### src/logic/pmcs_pkg.sv
// Package of constants and types for the power mode clock selector
// Summary of operation
// - Gate CPU and pick source from control
// - Source 00 primary, 01 secondary, 1x internal
// - Source change switches at once when running
// - Sleep or Idle only on sleep instruction
// - Sleep with gate bit 0 stops CPU and peripheral clocks
// - Idle keeps peripherals, stops CPU, flags kept
// - Reset always enters primary run; two-speed acts only on sleep wake
// - Secondary run stops primary, sets secondary flag
// - Secondary entry waits for enable and ready
// - Internal run stops primary, clears ready flag
// - Internal frequency change applies immediately
// - Sleep entry stops oscillator, clears status flags
// - Watchdog keeps low oscillator; secondary stays enabled
// - Sleep wake waits ready or uses internal
// - Wake leaves gate bit unchanged; sleep wake takes the selected source if allowed
// - Idle exits only on interrupt, watchdog, reset
// - Idle wake delays CPU, resumes same source
// - Watchdog in Idle or Sleep wakes, no reset
// - Primary idle keeps primary running, flag set
// - Primary idle wake runs CPU after delay
// - Interrupt wake runs next instruction before vector
package pmcs_pkg;
  localparam logic [1:0] SRC_PRIMARY = 2'h0;
  localparam logic [1:0] SRC_SECONDARY = 2'h1;
  localparam int SRC_HI_BIT = 1;
  localparam int FREQ_W = 3;
  localparam logic [FREQ_W-1:0] FREQ_RESET = 3'h3;
  // Wake delay as a time and its cycle count at 40 MHz
  localparam int WAKE_DELAY_NS = 1000;
  localparam int CLK_PERIOD_NS = 25;
  localparam int WAKE_CYCLES = (WAKE_DELAY_NS + CLK_PERIOD_NS - 1) / CLK_PERIOD_NS;
  localparam int CNT_W = 8;
  localparam logic [CNT_W-1:0] WAKE_CNT = CNT_W'(WAKE_CYCLES);

  typedef enum logic [1:0] {
    PMCS_RUN = 2'h0,
    PMCS_IDLE = 2'h1,
    PMCS_WAKE = 2'h3,
    PMCS_SLEEP = 2'h2
  } pmcs_mode_t;

  typedef struct packed {
    pmcs_mode_t mode;
    logic [1:0] src_active;
    logic pending_sec;
    logic [CNT_W-1:0] cnt;
    logic from_sleep;
    logic irq_wake;
    logic pri_ready_flag;
    logic sec_active_flag;
    logic [FREQ_W-1:0] freq;
  } pmcs_state_t;
endpackage

### src/logic/pmcs_top.sv
// Power mode and system clock source selector
`timescale 1ns/1ps
`default_nettype none
module pmcs_top
(
  // Clock and reset
  input wire logic clk,
  input wire logic rst_n,
  // Control bits written by software
  input wire logic cpu_gate_on_sleep,
  input wire logic [1:0] clock_source_select,
  input wire logic [pmcs_pkg::FREQ_W-1:0] internal_freq_select,
  input wire logic secondary_osc_enable,
  input wire logic watchdog_enable,
  input wire logic two_speed_enable,
  input wire logic fail_safe_enable,
  input wire logic global_irq_enable,
  // CPU core events
  input wire logic sleep_instr,
  input wire logic irq_wake_req,
  input wire logic watchdog_timeout,
  // Oscillator ready flags from outside
  input wire logic primary_osc_ready_pin,
  input wire logic secondary_osc_ready_pin,
  // Clock gating and selection outputs
  output logic cpu_clk_en,
  output logic periph_clk_en,
  output logic [1:0] sys_clk_sel,
  output logic [pmcs_pkg::FREQ_W-1:0] internal_freq,
  output logic primary_osc_en,
  output logic secondary_osc_run,
  output logic low_freq_internal_osc_en,
  // Status flags
  output logic primary_clock_ready_flag,
  output logic secondary_clock_active_flag,
  output logic in_sleep,
  output logic in_idle,
  // Wake handling toward the core
  output logic exec_next_instr,
  output logic vector_to_irq,
  output logic watchdog_reset
);

  pmcs_pkg::pmcs_state_t st_reg;
  pmcs_pkg::pmcs_state_t st_next;
  logic [1:0] pri_sync_reg;
  logic [1:0] sec_sync_reg;
  logic pri_rdy;
  logic sec_rdy;
  logic wake_evt;
  logic [1:0] want_src;
  logic src_ok;

  // Map a select value to the source it names
  function automatic logic [1:0] decode_src(input logic [1:0] sel);
    if (sel[pmcs_pkg::SRC_HI_BIT])
    begin
      decode_src = 2'h2;
    end
    else
    begin
      decode_src = sel;
    end
  endfunction

  // Two-stage synchronisers for the oscillator ready pins
  always_ff @(posedge clk or negedge rst_n)
  begin
    if (!rst_n)
    begin
      pri_sync_reg <= 2'h0;
      sec_sync_reg <= 2'h0;
    end
    else
    begin
      pri_sync_reg <= {pri_sync_reg[0], primary_osc_ready_pin};
      sec_sync_reg <= {sec_sync_reg[0], secondary_osc_ready_pin};
    end
  end

  assign pri_rdy = pri_sync_reg[1];
  assign sec_rdy = sec_sync_reg[1];
  assign wake_evt = irq_wake_req | watchdog_timeout;
  assign want_src = decode_src(clock_source_select);
  // Secondary needs its enable and ready before it may take over
  assign src_ok = (want_src != pmcs_pkg::SRC_SECONDARY) || (secondary_osc_enable && sec_rdy);

  // Next-state logic for mode, source and flags
  always_comb
  begin
    st_next = st_reg;
    st_next.freq = internal_freq_select;
    case (st_reg.mode)
      pmcs_pkg::PMCS_RUN:
      begin
        // Source switch takes effect at once while running
        if (src_ok)
        begin
          st_next.src_active = want_src;
          st_next.pending_sec = 1'b0;
        end
        else
        begin
          st_next.pending_sec = 1'b1;
        end
        if (sleep_instr)
        begin
          // Mode depends on gate bit at the instruction
          st_next.irq_wake = 1'b0;
          if (cpu_gate_on_sleep)
          begin
            st_next.mode = pmcs_pkg::PMCS_IDLE;
          end
          else
          begin
            st_next.mode = pmcs_pkg::PMCS_SLEEP;
            st_next.pri_ready_flag = 1'b0;
            st_next.sec_active_flag = 1'b0;
          end
        end
        else
        begin
          st_next.sec_active_flag = (st_next.src_active == pmcs_pkg::SRC_SECONDARY);
          st_next.pri_ready_flag = (st_next.src_active == pmcs_pkg::SRC_PRIMARY) && pri_rdy;
        end
      end
      pmcs_pkg::PMCS_IDLE:
      begin
        // Flags stay as they were; only wake events leave
        if (wake_evt)
        begin
          st_next.mode = pmcs_pkg::PMCS_WAKE;
          st_next.cnt = pmcs_pkg::WAKE_CNT;
          st_next.from_sleep = 1'b0;
          st_next.irq_wake = irq_wake_req;
        end
      end
      pmcs_pkg::PMCS_SLEEP:
      begin
        if (wake_evt)
        begin
          st_next.mode = pmcs_pkg::PMCS_WAKE;
          st_next.cnt = pmcs_pkg::WAKE_CNT;
          st_next.from_sleep = 1'b1;
          st_next.irq_wake = irq_wake_req;
          // Source follows the select if allowed, else keeps the old one
          st_next.src_active = src_ok ? want_src : st_reg.src_active;
        end
      end
      pmcs_pkg::PMCS_WAKE:
      begin
        // Delay counts while the clock is up
        if (cpu_clk_gate_ok(st_reg, pri_rdy, sec_rdy, two_speed_enable, fail_safe_enable))
        begin
          if (st_reg.cnt <= 8'h01)
          begin
            st_next.mode = pmcs_pkg::PMCS_RUN;
            st_next.cnt = 8'h00;
          end
          else
          begin
            st_next.cnt = st_reg.cnt - 8'h01;
          end
        end
        st_next.pri_ready_flag = (st_reg.src_active == pmcs_pkg::SRC_PRIMARY) && pri_rdy;
        st_next.sec_active_flag = (st_reg.src_active == pmcs_pkg::SRC_SECONDARY);
      end
      default:
      begin
        st_next.mode = pmcs_pkg::PMCS_RUN;
      end
    endcase
  end

  // True when the clock tree may run during wake-up
  function automatic logic cpu_clk_gate_ok(input pmcs_pkg::pmcs_state_t s, input logic prdy,
    input logic srdy, input logic tse, input logic fse);
    logic rdy;
    rdy = 1'b1;
    if (s.src_active == pmcs_pkg::SRC_PRIMARY)
    begin
      rdy = prdy;
    end
    else if (s.src_active == pmcs_pkg::SRC_SECONDARY)
    begin
      rdy = srdy;
    end
    cpu_clk_gate_ok = !s.from_sleep || rdy || tse || fse;
  endfunction

  // State register
  always_ff @(posedge clk or negedge rst_n)
  begin
    if (!rst_n)
    begin
      st_reg <= '0;
      st_reg.freq <= pmcs_pkg::FREQ_RESET;
      st_reg.mode <= pmcs_pkg::PMCS_RUN;
      st_reg.src_active <= pmcs_pkg::SRC_PRIMARY;
    end
    else
    begin
      st_reg <= st_next;
    end
  end

  // Wake-up from sleep with two-speed or fail-safe runs from internal block while the selected source is not ready
  logic wake_on_internal;
  assign wake_on_internal = (st_reg.mode == pmcs_pkg::PMCS_WAKE) && st_reg.from_sleep &&
    (two_speed_enable || fail_safe_enable) &&
    !cpu_clk_src_ready(st_reg.src_active, pri_rdy, sec_rdy);

  function automatic logic cpu_clk_src_ready(input logic [1:0] s, input logic p, input logic q);
    cpu_clk_src_ready = (s == pmcs_pkg::SRC_PRIMARY) ? p :
      ((s == pmcs_pkg::SRC_SECONDARY) ? q : 1'b1);
  endfunction

  // Outputs
  assign cpu_clk_en = (st_reg.mode == pmcs_pkg::PMCS_RUN);
  assign periph_clk_en = (st_reg.mode == pmcs_pkg::PMCS_RUN) || (st_reg.mode == pmcs_pkg::PMCS_IDLE) ||
    ((st_reg.mode == pmcs_pkg::PMCS_WAKE) &&
    cpu_clk_gate_ok(st_reg, pri_rdy, sec_rdy, two_speed_enable, fail_safe_enable));
  assign sys_clk_sel = wake_on_internal ? 2'h2 : st_reg.src_active;
  assign internal_freq = st_reg.freq;
  // Primary stops when not selected and during sleep; kept in primary idle
  assign primary_osc_en = (st_reg.src_active == pmcs_pkg::SRC_PRIMARY) &&
    (st_reg.mode != pmcs_pkg::PMCS_SLEEP);
  assign secondary_osc_run = secondary_osc_enable;
  assign low_freq_internal_osc_en = watchdog_enable || fail_safe_enable ||
    (st_reg.mode == pmcs_pkg::PMCS_RUN && st_reg.src_active == 2'h2);
  assign primary_clock_ready_flag = st_reg.pri_ready_flag;
  assign secondary_clock_active_flag = st_reg.sec_active_flag;
  assign in_sleep = (st_reg.mode == pmcs_pkg::PMCS_SLEEP);
  assign in_idle = (st_reg.mode == pmcs_pkg::PMCS_IDLE);
  // Interrupt wake: next instruction first, then vector if enabled
  assign exec_next_instr = (st_reg.mode == pmcs_pkg::PMCS_WAKE) && (st_next.mode == pmcs_pkg::PMCS_RUN);
  assign vector_to_irq = exec_next_instr && st_reg.irq_wake && global_irq_enable;
  // Watchdog only resets while the CPU runs
  assign watchdog_reset = watchdog_timeout && (st_reg.mode == pmcs_pkg::PMCS_RUN);

endmodule
`default_nettype wire

### config.mk
export PLATFORM = sky130hd
export DESIGN_NAME = pmcs_top
export DESIGN_NICKNAME = d
export VERILOG_FILES = /design/src/logic/pmcs_pkg.sv /design/src/logic/pmcs_top.sv
export SDC_FILE = /design/constraint.sdc
export NUM_CORES = 1
export LEC_CHECK = 0
export ABC_AREA = 1
export BUFFER_PORTS_ARGS = -buffer_cell sky130_fd_sc_hd__buf_2
export CAP_MARGIN = 20
export CORE_ASPECT_RATIO = 1.4
export CORE_UTILIZATION = 56
export CTS_CLUSTER_SIZE = 20
export DETAILED_ROUTE_END_ITERATION = 6
export PLACE_DENSITY = 0.91
export SLEW_MARGIN = 40
export SYNTH_ARGS = -nofsm -noshare
export SYNTH_HDL_FRONTEND = slang
export SYNTH_SLANG_ARGS = --single-unit
### constraint.sdc
create_clock -name clk -period 3.4 [get_ports clk]
set_input_delay 0.51 -clock clk [delete_from_list [all_inputs] [get_ports clk]]
set_output_delay 0.51 -clock clk [all_outputs]
set_load 0.01 [all_outputs]
== Yosys cells after proc, flatten, opt, wreduce, memory -nomap -nowiden ==
Cells that the tools add are included.
Operators by class
  reduce and logical (&&, ||, !) cells: 41
  bitwise logic cells: 1
  equality and inequality tests: 13
  order comparisons: 1
  mux-type cells: 26
  add/subtract/negate cells: 1
Operator list (number)
  $pmux W8 S3: 1
  $mux W2: 11
  $mux W10: 2
  $mux W8: 2
  $logic_and A1 B1 Y1: 13
  $logic_or A1 B1 Y1: 12
  $le A8 B1 Y1 const B: 1
  $logic_not A2 Y1: 4
  $pmux W2 S2: 2
  $pmux W2 S4: 1
  $reduce_and A4 Y1: 2
  $sub A8 B1 Y8 const B: 1
  $eq A2 B1 Y1 const B: 3
  $eq A2 B2 Y1 const B: 3
  $ne A2 B1 Y1 const B: 3
  $ne A2 B2 Y1 const B: 3
  $reduce_bool A2 Y1: 3
  $reduce_bool A3 Y1: 2
  $mux W1: 4
  $mux W4: 1
  $reduce_and A2 Y1: 2
  $ne A3 B3 Y1 const B: 1
  $pmux W1 S3: 1
  $reduce_and A3 Y1: 1
  other kinds (3): 4
Word-level totals
  word-level logic and storage cells: 93
  register bits: 23
  bits of input ports: 18
  output and inout bits: 17

== Depth between registers and ports, before layout ==
Gate-level depths: netlist (run 1).
  depth after elaboration: 13
  depth in mapped cells: 11
  gate-level depth less buffers: 11

== Worst setup path after synthesis (run 1) ==
Ideal clock, no wire load.
  kind: register -> output
  from: reg st_reg[18] in the netlist's numbering
  to: out vector_to_irq
  cell stages (with the launch flop): 9
  path slack: 1.470 ns
  data arrival time: 1.420 ns
  data required time: 2.890 ns
  buffers on the path: 1
  cells stage by stage: dfrtp_1 > inv_1 > ha_1 > buf_2 > nor3_1 > nand2_1 > nand2_1 > nand2_1 > nor3_2
Between the ends
  elaborated cells on any way between the ends: 14
  classes of those cells: 3 x eq/ne; 6 x mux; 5 x reduce/logical
RTL lines
  start, declared: RTL line pmcs_top.sv:44  | pmcs_pkg::pmcs_state_t st_reg;
  start signal, assigned: RTL line pmcs_top.sv:203  | st_reg <= st_next;
  $logic_not A2 Y1
  via cpu_clk_en: RTL line pmcs_top.sv:26  | output logic cpu_clk_en,
  $pmux W2 S4: RTL line pmcs_top.sv:93  | case (st_reg.mode)
  $logic_not A2 Y1: RTL line pmcs_top.sv:236  | assign exec_next_instr = (st_reg.mode == pmcs_pkg::PMCS_WAKE) && (st_next.mode == pmcs_pkg::PMCS_RUN);
  $logic_and A1 B1 Y1: RTL line pmcs_top.sv:236
  $logic_and A1 B1 Y1 (2 in a row): RTL line pmcs_top.sv:237  | assign vector_to_irq = exec_next_instr && st_reg.irq_wake && global_irq_enable;
  end, declared: RTL line pmcs_top.sv:40  | output logic vector_to_irq,
The timed path passes the listed nets, and every way through them passes these cells. The select of a mux whose other input is x is not followed.

==> results of run 1 <==
## cells by family after synthesis
logic type	after synthesis	synth area share (%)
simple gates	89	29.88
compound gates	27	11.34
xor+xnor	1	0.6152
fa+ha+maj	7	6.151
flops	23	40.60
buf+inv	36	11.42
## routing by layer
metal	part of all wire (%)	up-vias	wire length, um	GRT usage, %
met2	52	44	1420	41.39
met4	1.7	0	46	9.524
met5	0	-	0	0
li1	-	643	-	-
met1	41	576	1115	25.14
met3	5.3	5	146	2.933
## through the flow
step           instances  instance area [um^2]  utilization, %  worst slack, ns
6_report             248                  1613           67.45           0.8782
3_5_place_dp         244                  1585           66.30            1.250
3_3_place_gp         244                  1585           66.30            1.246
2_1_floorplan        183                  1424               -            1.470
4_1_cts              248                  1613           67.45           0.8825
5_1_grt              248                  1613           67.45           0.7068
## power breakdown
part / total, W / switching (W) / internal [W]
Clock: 0.000125 / 0.0000810 / 0.0000440
Combinational: 0.000713 / 0.000462 / 0.000251
Sequential: 0.000413 / 0.0000657 / 0.000348
## worst max-delay path, cell delays in order (launching register included)
cell and delay, ns:
dfrtp_1 0.40, inv_1 0.14, ha_1 0.26, nor2_1 0.06, nor2_1 0.11, nand2_1 0.08
nand2_1 0.11, nand3_1 0.09, nand2_1 0.06, nand2_1 0.10, nor3_2 0.15, buf_2 0.14
## placed cells by master (no fill, tap or decap)
cell	n
nor3b_2	1
o22a_1	1
inv_2	3
dfrtp_1	21
buf_2	34
nand2_4	1
a31oi_1	3
nand2_1	38
nand4_4	1
a211o_1	1
nor3_2	1
o211ai_1	1
nand3_1	11
nand4_1	2
a21oi_2	1
o31ai_1	2
nor2_4	1
clkinv_2	1
inv_4	1
clkbuf_4	3
ha_1	7
dfstp_2	2
nor2_2	6
inv_1	25
nor3_1	4
nor2_1	21
o21ai_0	12
xor2_1	1
a32oi_1	1
a21oi_1	3
nand2_2	2
o21ai_1	2
## final timing paths
check,from,endpoint,depth (start not counted)
min in group clk,internal_freq_select[0],internal_freq[0]$_DFF_PN1_,1
max in group asynchronous,rst_n,internal_freq[0]$_DFF_PN1_,1
worst max register to register,st_reg[18]$_DFF_PN0_,st_reg[13]$_DFFE_PN0P_,9
worst min-delay path,rst_n,st_reg[13]$_DFFE_PN0P_,1
worst min register to register,sec_sync_reg[0]$_DFF_PN0_,sec_sync_reg[1]$_DFF_PN0_,0
worst max-delay path,st_reg[7]$_DFFE_PN0P_,vector_to_irq,11
## final cells by class
cell class / instances / area [um^2]
fillers: 213 / 778.2
multi-input cells: 124 / 683.2
flip-flops and latches: 23 / 578.1
inverters: 29 / 111.4
well taps: 34 / 42.54
clock buffers: 3 / 22.52
clock inverters: 1 / 5.005
repair buffers: 34 / 170.2
==> Flow_metrics.wiki, run 1 <==
{| class="wikitable"
! Metric !! Value
|-
| Post-Synthesis Mean Instance Area || 7.781 um^2
|-
| Leading cell types by total area after synthesis || dfrtp_1 (37%), nand2_1 (10%), inv_1 (6.6%)
|-
| Post-cts repair resize count || 0
|-
| DR WL/cell || roughly 11 um
|-
| Post-detailed-route via-to-cell ratio || 5.113
|-
| Setup slack on the worst flop-to-flop path || 1.55 ns
|-
| Number of global-route vias before repair || 1140
|-
| Normalized max-slew margin || 66.69%
|-
| Std cell rows || 21
|-
| Portion of the post-synthesis area used by sequential elements || 40.60%
|-
| Total standard cell area after synthesis || ~1400 um^2
|-
| Depth of the CTS H-tree || 1
|-
| Tot Pwr || 0.001251 W
|-
| Startpoint class of the critical path || register
|-
| Tot GR Track Use || ~22%
|-
| PwrDens || 775.7 nW/um^2
|-
| Setup total negative slack || 0 ns
|-
| Width of the die || 44.62 um
|-
| DIE HEIGHT || 61.66 um
|-
| Number of nets in the finished design || 240
|-
| Count of flip-flops with a built-in enable after synthesis || 0
|-
| Max-cap check violation count || 0
|-
| Kind of capture point of the worst setup path || output pin
|-
| Initial antenna violation count || 0
|-
| Setup repair after global routing missed its margin || false
|-
| Starting Density || between 50% and 60%
|-
| Yosys top cell area share || 36.91%
|-
| Cell with the most instances after synthesis || nand2_1
|-
| Max Clk Rate || 396.5 MHz
|-
| Critical setup path kind || register to output pin
|-
| Placed wire-length estimate || 2170 um
|-
| Worst endpoint required time || 2.89 ns
|-
| Post-Synthesis Net Count || roughly 210
|-
| Total overflow reported by the global router || 0
|-
| Leakage power || 0.8443 nW
|-
| Area of the core || 2391 um^2
|-
| Clock Tree Buf Depth || 2
|-
| Final Slew Violations || 0
|-
| Shortest clock period the worst path allows after layout || 2.522 ns
|-
| Die Footprint || 2751 um^2
|-
| Buffers inserted by post-CTS timing repair || 0
|-
| Number of design-rule violations left by the first detailed-router iteration || 52
|-
| Number of distinct library cells after synthesis || 32
|-
| TritonCTS Buffers || 3
|-
| Top fanout value on the critical path || 6
|-
| Kind of path behind the tightest hold check || primary input to asynchronous set/reset pin
|-
| Total via count after detailed routing || 1268
|-
| Status || completed
|-
| Post-route DRC || 0
|-
| Layout overhead on the synthesized area || 13.27%
|-
| Clock-pin transition on the worst setup and hold timing paths || approximately 0.12 ns
|-
| Clock root buffer master || clkbuf_4
|-
| Wire length after detailed routing || 2730 um
|-
| Fraction of final layout cells sized beyond drive strength 1 || a little over a quarter
|-
| Number of flip-flops under the largest register name || 14
|-
| Pin count of the biggest net entering global routing || 24
|-
| Post-DRT Antenna Nets || 0
|-
| Wire length of the first global-routing pass || 4491 um
|-
| Final Cycle Share || between 70% and 80%
|-
| Flops & latches, synth || 23
|-
| Worst Path Arrival || approximately 2.0 ns
|-
| Global placement routability congestion || 0.8408
|-
| Count of port buffers added during placement || 34
|-
| Diode insertion count for antenna repair || 0
|-
| Synth warnings || 0
|-
| Clock Sinks || 23
|-
| Cell count after synthesis || around 180
|-
| Prevailing post-synth register cell || dfrtp_1
|-
| Fraction of synthesis flops using an asynchronous set or reset pin || 100.0%
|-
| Setup violations, final || 0
|-
| Final hold viol count || 0
|-
| Largest clock skew in the final design || 0.005676 ns
|-
| I/O pins || 35
|-
| IR drop worst, VDD || 0.5809 mV
|-
| CTS tree || yes
|-
| Library cell with the largest summed area after synthesis || dfrtp_1
|-
| Transition time at the pin with the least slew margin || 0.4996 ns
|-
| Clock latency of the later-clocked register in the worst-skew pair || 0.31 ns
|-
| Worst slack on hold paths || 0.1408 ns
|-
| Cell types with the highest counts after synthesis || nand2_1 (38), inv_1 (25), dfrtp_1 (21), nor2_1 (21), o21ai_0 (12)
|-
| Post-cts hold buffer count || 0
|-
| Number of detailed-route iterations in the first pass || 5
|}
Power figures use the tool's default switching activity.
==> run 2: changes to the inputs <==
Settings changed: CORE_UTILIZATION 56 to 47, PLACE_DENSITY 0.91 to 0.82.
Clock period 3.4 ns to 2.1 ns, I/O delays scaled along.
==> run 2 against run 1 <==
  * The flow now finishes with violations (negative setup slack)
  * Highest routed layer unchanged
  * Flip-flop and latch count unchanged
  * Critical endpoint unchanged
  * Clock-buffer cell count unchanged
  * Worst hold slack got worse by 0.13 ns
  * Critical path type unchanged
  * Routed wire length increased by 27%
  * Non-clock buffer count increased by 10
==> Flow_metrics.wiki, run 2 (synthesis gave the netlist of run 1 again) <==
{| class="wikitable"
! Metric !! Value
|-
| Most common cell after layout, fill and taps aside || buf_2 (was nand2_1)
|-
| Width of the die || 48.52 um (was 44.62 um)
|-
| Tot GR Track Use || 21.03% (was 22.26%)
|-
| Cell total after placement || 247 (was 244)
|-
| Pre-CTS worst setup slack || 0.1807 ns (was 1.250 ns)
|-
| Std cell rows || 23 (was 21)
|-
| I/O pins || 35 (unchanged)
|-
| Diode insertion count for antenna repair || 0 (unchanged)
|-
| Max-cap check violation count || 0 (unchanged)
|-
| Cell-by-cell trace of the critical path || inv_2 > ha_4 > inv_1 > a21oi_1 > nor3_2 > nand2_1 > nand2_2 > nand2_2 > nor3_2 > buf_2 (was inv_1 > ha_1 > nor2_1 > nor2_1 > nand2_1 > nand2_1 > nand3_1 > nand2_1 > nand2_1 > nor3_2 > buf_2)
|-
| Total overflow reported by the global router || 0 (unchanged)
|-
| Final Slew Violations || 0 (unchanged)
|-
| Largest stage delay, worst path || 0.43 ns (was 0.40 ns)
|-
| Count of non-filler cells in the finished layout || 261 (was 248)
|-
| Count of port buffers added during placement || 34 (unchanged)
|-
| Max Clk Rate || 470.4 MHz
|-
| Number of detailed-route iterations in the first pass || 4 (was 5)
|-
| Fraction of final layout cells sized beyond drive strength 1 || 40.18% (was 27.10%)
|-
| Startpoint class of the critical path || register (unchanged)
|-
| Post-detailed-route via-to-cell ratio || 5.207 (was 5.113)
|-
| Starting Density || 49.48% (was 59.55%)
|-
| Max stage delay cell, worst path || dfrtp_1 (unchanged)
|-
| Post-route DRC || 0 (unchanged)
|-
| Shortest clock period the worst path allows after layout || 2.126 ns
|-
| TritonCTS Buffers || 3 (unchanged)
|-
| Final setup slack of the worst path || -0.02563 ns (was 0.8782 ns)
|-
| PwrDens || 1372 nW/um^2 (was 775.7 nW/um^2)
|-
| Post-DRT Antenna Nets || 0 (unchanged)
|-
| Wire length of the first global-routing pass || 5161 um (was 4491 um)
|-
| Non-Filler Cell Area, Final || 1802 um^2 (was 1613 um^2)
|-
| Post-layout utilization of the core || 62.61% (was 67.45%)
|-
| Global placement routability congestion || 0.8715 (was 0.8408)
|-
| Final Cycle Share || 101.2%
|-
| Total via count after detailed routing || 1359 (was 1268)
|-
| Kind of cell adding the most delay to the critical path || simple AND/OR/NAND/NOR gates (unchanged)
|-
| CTS tree || yes (unchanged)
|-
| Placed wire-length estimate || 2305 um (was 2170 um)
|-
| Setup violations, final || 2 (was 0)
|-
| Clock latency of the later-clocked register in the worst-skew pair || 0.27 ns (was 0.31 ns)
|-
| Tot Pwr || 0.002472 W (was 0.001251 W)
|-
| Violations in the final reports || negative setup slack
|-
| Number of design-rule violations left by the first detailed-router iteration || 55 (was 52)
|-
| Layout overhead on the synthesized area || 26.54% (was 13.27%)
|-
| Worst endpoint required time || 1.78 ns (was 2.89 ns)
|-
| Leakage power || 0.8998 nW (was 0.8443 nW)
|-
| Die Footprint || 3257 um^2 (was 2751 um^2)
|-
| Depth of the CTS H-tree || 1 (unchanged)
|-
| Clock-pin transition on the worst setup and hold timing paths || 0.09 ns (was 0.12 ns)
|-
| Area of the core || 2878 um^2 (was 2391 um^2)
|-
| Pin count of the biggest net entering global routing || 24 (unchanged)
|-
| DIE HEIGHT || 67.13 um (was 61.66 um)
|-
| Status || finished with violations (was completed)
|-
| Largest clock skew in the final design || 0.007569 ns (was 0.005676 ns)
|-
| Worst path bufs/invs || 3 (was 2)
|-
| Number of global-route vias before repair || 1209 (was 1140)
|-
| Most frequent cells in the layout || buf_2 (34), nand2_1 (33), inv_1 (21) (was nand2_1 (38), buf_2 (34), inv_1 (25))
|-
| Clock Sinks || 23 (unchanged)
|-
| Normalized max-slew margin || 64.73% (was 66.69%)
|-
| IR drop worst, VDD || 0.8756 mV (was 0.5809 mV)
|-
| Kind of capture point of the worst setup path || output pin (unchanged)
|-
| Number of nets in the finished design || 250 (was 240)
|-
| Clock Tree Buf Depth || 2 (unchanged)
|-
| Cell area after placement || 1589 um^2 (was 1585 um^2)
|-
| DR WL/cell || 13.26 um (was 11.01 um)
|-
| Initial antenna violation count || 0 (unchanged)
|-
| Wire length after detailed routing || 3461 um (was 2730 um)
|-
| Worst Path Arrival || 1.81 ns (was 2.01 ns)
|-
| Transition time at the pin with the least slew margin || 0.5290 ns (was 0.4996 ns)
|-
| Kind of path behind the tightest hold check || primary input to asynchronous set/reset pin (unchanged)
|-
| Setup repair after global routing missed its margin || true (was false)
|-
| Final hold viol count || 0 (unchanged)
|-
| Critical setup path kind || register to output pin (unchanged)
|-
| Clock root buffer master || clkbuf_8 (was clkbuf_4)
|-
| Number of flip-flops under the largest register name || 14 (unchanged)
|-
| Top fanout value on the critical path || 6 (unchanged)
|}
[run 2: changes by cell type in the layout (fill, tap and decap cells not counted), sizes merged]
cell	change
buf	+10
[run 2: area by class of cell]
type / count / area [um^2]
well taps: 37 / 46.29
clock inverters: 1 / 5.005
multi-input cells: 124 / 772.0
inverters: 29 / 111.4
flip-flops and latches: 23 / 580.6
repair buffers: 44 / 245.2
fillers: 255 / 1076
clock buffers: 3 / 41.29
[run 2: worst paths after layout]
path | start | to | slack [ns] | cells after the start
max reg2reg | st_reg[19]$_DFF_PN0_ | st_reg[9]$_DFFE_PN0P_ | 0.36 | 10
min | rst_n | st_reg[10]$_DFFE_PN0P_ | 0.01 | 1
max in group asynchronous | rst_n | st_reg[16]$_DFFE_PN0P_ | 1.70 | 1
min in group clk | internal_freq_select[1] | internal_freq[1]$_DFF_PN1_ | 0.14 | 1
max | st_reg[18]$_DFF_PN0_ | vector_to_irq | -0.03 | 10
min reg2reg | pri_sync_reg[0]$_DFF_PN0_ | pri_sync_reg[1]$_DFF_PN0_ | 0.35 | 0
[run 2: per-layer routing]
layer	GRT usage, %	share of wire, %	up-vias	wire length, um
li1	-	-	666	-
met1	22.93	37	632	1286
met5	0	0	-	0
met2	40.67	56	52	1937
met4	10.29	2.3	0	80
met3	2.055	4.5	9	156
[run 2: stage by stage]
step,hold WS (ns),setup TNS (ns)
after floorplan,0.01941,0
after global placement,0.3209,0
after detailed placement,0.3289,0
after CTS,0.03724,0
after global routing,0.05796,-0.3040
final,0.01175,-0.02812
[run 2: what timing repair did]
action | in CTS | in global routing
hold buffers | 0 | 0
gates cloned | 0 | 0
buffers inserted | 1 | 9
pin swaps | 0 | 6
gates resized for setup | 12 | 14
setup endpoints to repair | 3 | 2
[run 2: where the power goes]
part / leakage [nW] / total, W / internal, W / switching [W]
registers: 0.278 / 0.000690 / 0.000568 / 0.000123
logic: 0.596 / 0.00150 / 0.000597 / 0.000898
clock network: 0.0255 / 0.000287 / 0.000133 / 0.000154
total: 0.900 / 0.00247 / 0.00130 / 0.00117
==> run 3: changes to the inputs <==
Settings changed: SKIP_CTS_REPAIR_TIMING from default to 1.
==> run 3 against run 2 <==
  * The run still ends with negative setup slack left
  * Power down 4.4%
  * Via count decreased by 4.6%
  * First-iteration DRC count is 20% lower
  * Die area did not move
  * Final cell count decreased by 1.9%
  * Combinational power is 7% lower
  * Flip-flop and latch count is the same
  * Sequential share of layout area is 0.97 points higher
  * Critical endpoint is now exec_next_instr
  * Highest routed layer unchanged
==> Flow_metrics.wiki, run 3 (synthesis gave the netlist of run 1 again) <==
{| class="wikitable"
! Metric !! Value
|-
| Most frequent cells in the layout || buf_2 (34), nand2_1 (33), inv_1 (21) (unchanged)
|-
| Number of global-route vias before repair || 1183 (was 1209)
|-
| Pin count of the biggest net entering global routing || 24 (unchanged)
|-
| Leakage power || 0.8729 nW (was 0.8998 nW)
|-
| Post-detailed-route via-to-cell ratio || 5.066 (was 5.207)
|-
| Max-cap check violation count || 0 (unchanged)
|-
| Largest stage delay, worst path || 0.45 ns (was 0.43 ns)
|-
| Placed wire-length estimate || 2305 um (unchanged)
|-
| Tot Pwr || 0.002363 W (was 0.002472 W)
|-
| CTS tree || yes (unchanged)
|-
| Setup violations, final || 1 (was 2)
|-
| Violations in the final reports || negative setup slack (unchanged)
|-
| Cell-by-cell trace of the critical path || inv_2 > ha_2 > inv_1 > a21oi_1 > nor3_2 > nand2_1 > nand2_2 > nand2_2 > nor2_1 > buf_2 (was inv_2 > ha_4 > inv_1 > a21oi_1 > nor3_2 > nand2_1 > nand2_2 > nand2_2 > nor3_2 > buf_2)
|-
| Max stage delay cell, worst path || dfrtp_2 (was dfrtp_1)
|-
| PwrDens || 1348 nW/um^2 (was 1372 nW/um^2)
|-
| Clock Sinks || 23 (unchanged)
|-
| I/O pins || 35 (unchanged)
|-
| Count of port buffers added during placement || 34 (unchanged)
|-
| Number of flip-flops under the largest register name || 14 (unchanged)
|-
| IR drop worst, VDD || 0.8017 mV (was 0.8756 mV)
|-
| Worst endpoint required time || 1.78 ns (about the same)
|-
| Startpoint of the lowest-slack register-to-register path || st_reg[18]$_DFF_PN0_ (was st_reg[19]$_DFF_PN0_)
|-
| Starting Density || 49.48% (unchanged)
|-
| Wire length after detailed routing || 3198 um (was 3461 um)
|-
| Shortest clock period the worst path allows after layout || 2.102 ns (was 2.126 ns)
|-
| Startpoint class of the critical path || register (unchanged)
|-
| Number of design-rule violations left by the first detailed-router iteration || 44 (was 55)
|-
| Normalized max-slew margin || 64.58% (was 64.73%)
|-
| Worst Path Arrival || 1.79 ns (was 1.81 ns)
|-
| Die Footprint || 3257 um^2 (unchanged)
|-
| Final setup slack of the worst path || -0.001914 ns (was -0.02563 ns)
|-
| DR WL/cell || 12.49 um (was 13.26 um)
|-
| Layout overhead on the synthesized area || 23.11% (was 26.54%)
|-
| Global placement routability congestion || 0.8715 (unchanged)
|-
| Total via count after detailed routing || 1297 (was 1359)
|-
| Setup repair after global routing missed its margin || true (unchanged)
|-
| Kind of cell adding the most delay to the critical path || flip-flops (was simple AND/OR/NAND/NOR gates)
|-
| Crit path top cell by count || nand2_2
|-
| Post-DRT Antenna Nets || 0 (unchanged)
|-
| Width of the die || 48.52 um (unchanged)
|-
| Top fanout value on the critical path || 6 (unchanged)
|-
| Cell total after placement || 247 (unchanged)
|-
| Final Cycle Share || 100.1% (was 101.2%)
|-
| Final Slew Violations || 0 (unchanged)
|-
| Max Clk Rate || 475.8 MHz (was 470.4 MHz)
|-
| Clock Tree Buf Depth || 2 (unchanged)
|-
| Tot GR Track Use || 21.13% (was 21.03%)
|-
| Worst slack on hold paths || 0.01689 ns (was 0.01175 ns)
|-
| Largest clock skew in the final design || 0.006794 ns (was 0.007569 ns)
|-
| Total overflow reported by the global router || 0 (unchanged)
|-
| Setup slack on the worst flop-to-flop path || 0.32 ns (was 0.36 ns)
|-
| Most common cell after layout, fill and taps aside || buf_2 (unchanged)
|-
| DIE HEIGHT || 67.13 um (unchanged)
|-
| Diode insertion count for antenna repair || 0 (unchanged)
|-
| Terminus of the critical flop-to-flop path || st_reg[9]$_DFFE_PN0P_ (unchanged)
|-
| Clock-pin transition on the worst setup and hold timing paths || 0.09 ns (about the same)
|-
| Area of the core || 2878 um^2 (unchanged)
|-
| Post-route DRC || 0 (unchanged)
|-
| TritonCTS Buffers || 3 (unchanged)
|-
| Worst path bufs/invs || 3 (unchanged)
|-
| Critical setup path kind || register to output pin (unchanged)
|-
| Status || finished with violations (unchanged)
|-
| Reg2Reg Depth || 10 (unchanged)
|-
| Wire length of the first global-routing pass || 5161 um (unchanged)
|-
| Depth of the CTS H-tree || 1 (unchanged)
|-
| Initial antenna violation count || 0 (unchanged)
|-
| Number of detailed-route iterations in the first pass || 4 (unchanged)
|-
| Final hold viol count || 0 (unchanged)
|-
| Count of non-filler cells in the finished layout || 256 (was 261)
|-
| Kind of path behind the tightest hold check || primary input to asynchronous set/reset pin (unchanged)
|-
| Setup total negative slack || -0.001914 ns (was -0.02812 ns)
|-
| Count of fill cells added during filler insertion || 268 (was 255)
|-
| Fraction of final layout cells sized beyond drive strength 1 || 38.81% (was 40.18%)
|-
| Clock latency of the later-clocked register in the worst-skew pair || 0.27 ns (about the same)
|-
| Number of nets in the finished design || 245 (was 250)
|-
| Std cell rows || 23 (unchanged)
|-
| Clock root buffer master || clkbuf_8 (unchanged)
|-
| Transition time at the pin with the least slew margin || 0.5313 ns (was 0.5290 ns)
|-
| Kind of capture point of the worst setup path || output pin (unchanged)
|}
## run 3: changes by cell type in the layout (fill, tap and decap cells not counted), sizes merged
cell  delta
buf      -5
## run 3: how the worst max path moves through the flow
stage / startpoint / endpoint / slack, ns / cells past startpoint
after floorplan: st_reg[18]$_DFF_PN0_ / vector_to_irq / 0.36 / 8
after global placement: st_reg[19]$_DFF_PN0_ / vector_to_irq / 0.20 / 9
after detailed placement: st_reg[19]$_DFF_PN0_ / vector_to_irq / 0.18 / 9
after CTS: st_reg[19]$_DFF_PN0_ / vector_to_irq / -0.16 / 9
after global routing: st_reg[18]$_DFF_PN0_ / vector_to_irq / -0.1 / 10
final: st_reg[18]$_DFF_PN0_ / exec_next_instr / -0.002 / 10
## run 3: final cells by class
| class | instances | area, um^2 | area share (%) |
|---|---|---|---|
| Multi-Input combinational cell | 124 | 759.5 | 43.33 |
| Sequential cell | 23 | 581.8 | 33.19 |
| Timing Repair Buffer | 39 | 207.7 | 11.85 |
| Inverter | 29 | 111.4 | 6.353 |
| Tap cell | 37 | 46.29 | 2.641 |
| Clock buffer | 3 | 41.29 | 2.355 |
| Clock inverter | 1 | 5.005 | 0.2855 |
## run 3: stage by stage
| stage | utilization (%) | setup slack, ns | instance area (um^2) |
|---|---|---|---|
| 2_1_floorplan | - | 0.3647 | 1424 |
| 3_3_place_gp | 55.22 | 0.2003 | 1589 |
| 3_5_place_dp | 55.22 | 0.1807 | 1589 |
| 4_1_cts | 56.83 | -0.1586 | 1635 |
| 5_1_grt | 60.91 | -0.09568 | 1753 |
| 6_report | 60.91 | -0.001914 | 1753 |
## run 3: where the power goes
group | total (W) | internal [W] | switching [W]
Sequential | 0.000693 | 0.000570 | 0.000123
Clock | 0.000282 | 0.000133 | 0.000150
Combinational | 0.00139 | 0.000537 | 0.000851
Total | 0.00236 | 0.00124 | 0.00112
## run 3: routing by layer
layer	global-route usage (%)	up-vias	routed length, um
met1	23.08	597	1269
met2	40.67	32	1741
met5	0	-	0
li1	-	657	-
met3	2.511	11	91
met4	9.926	0	95
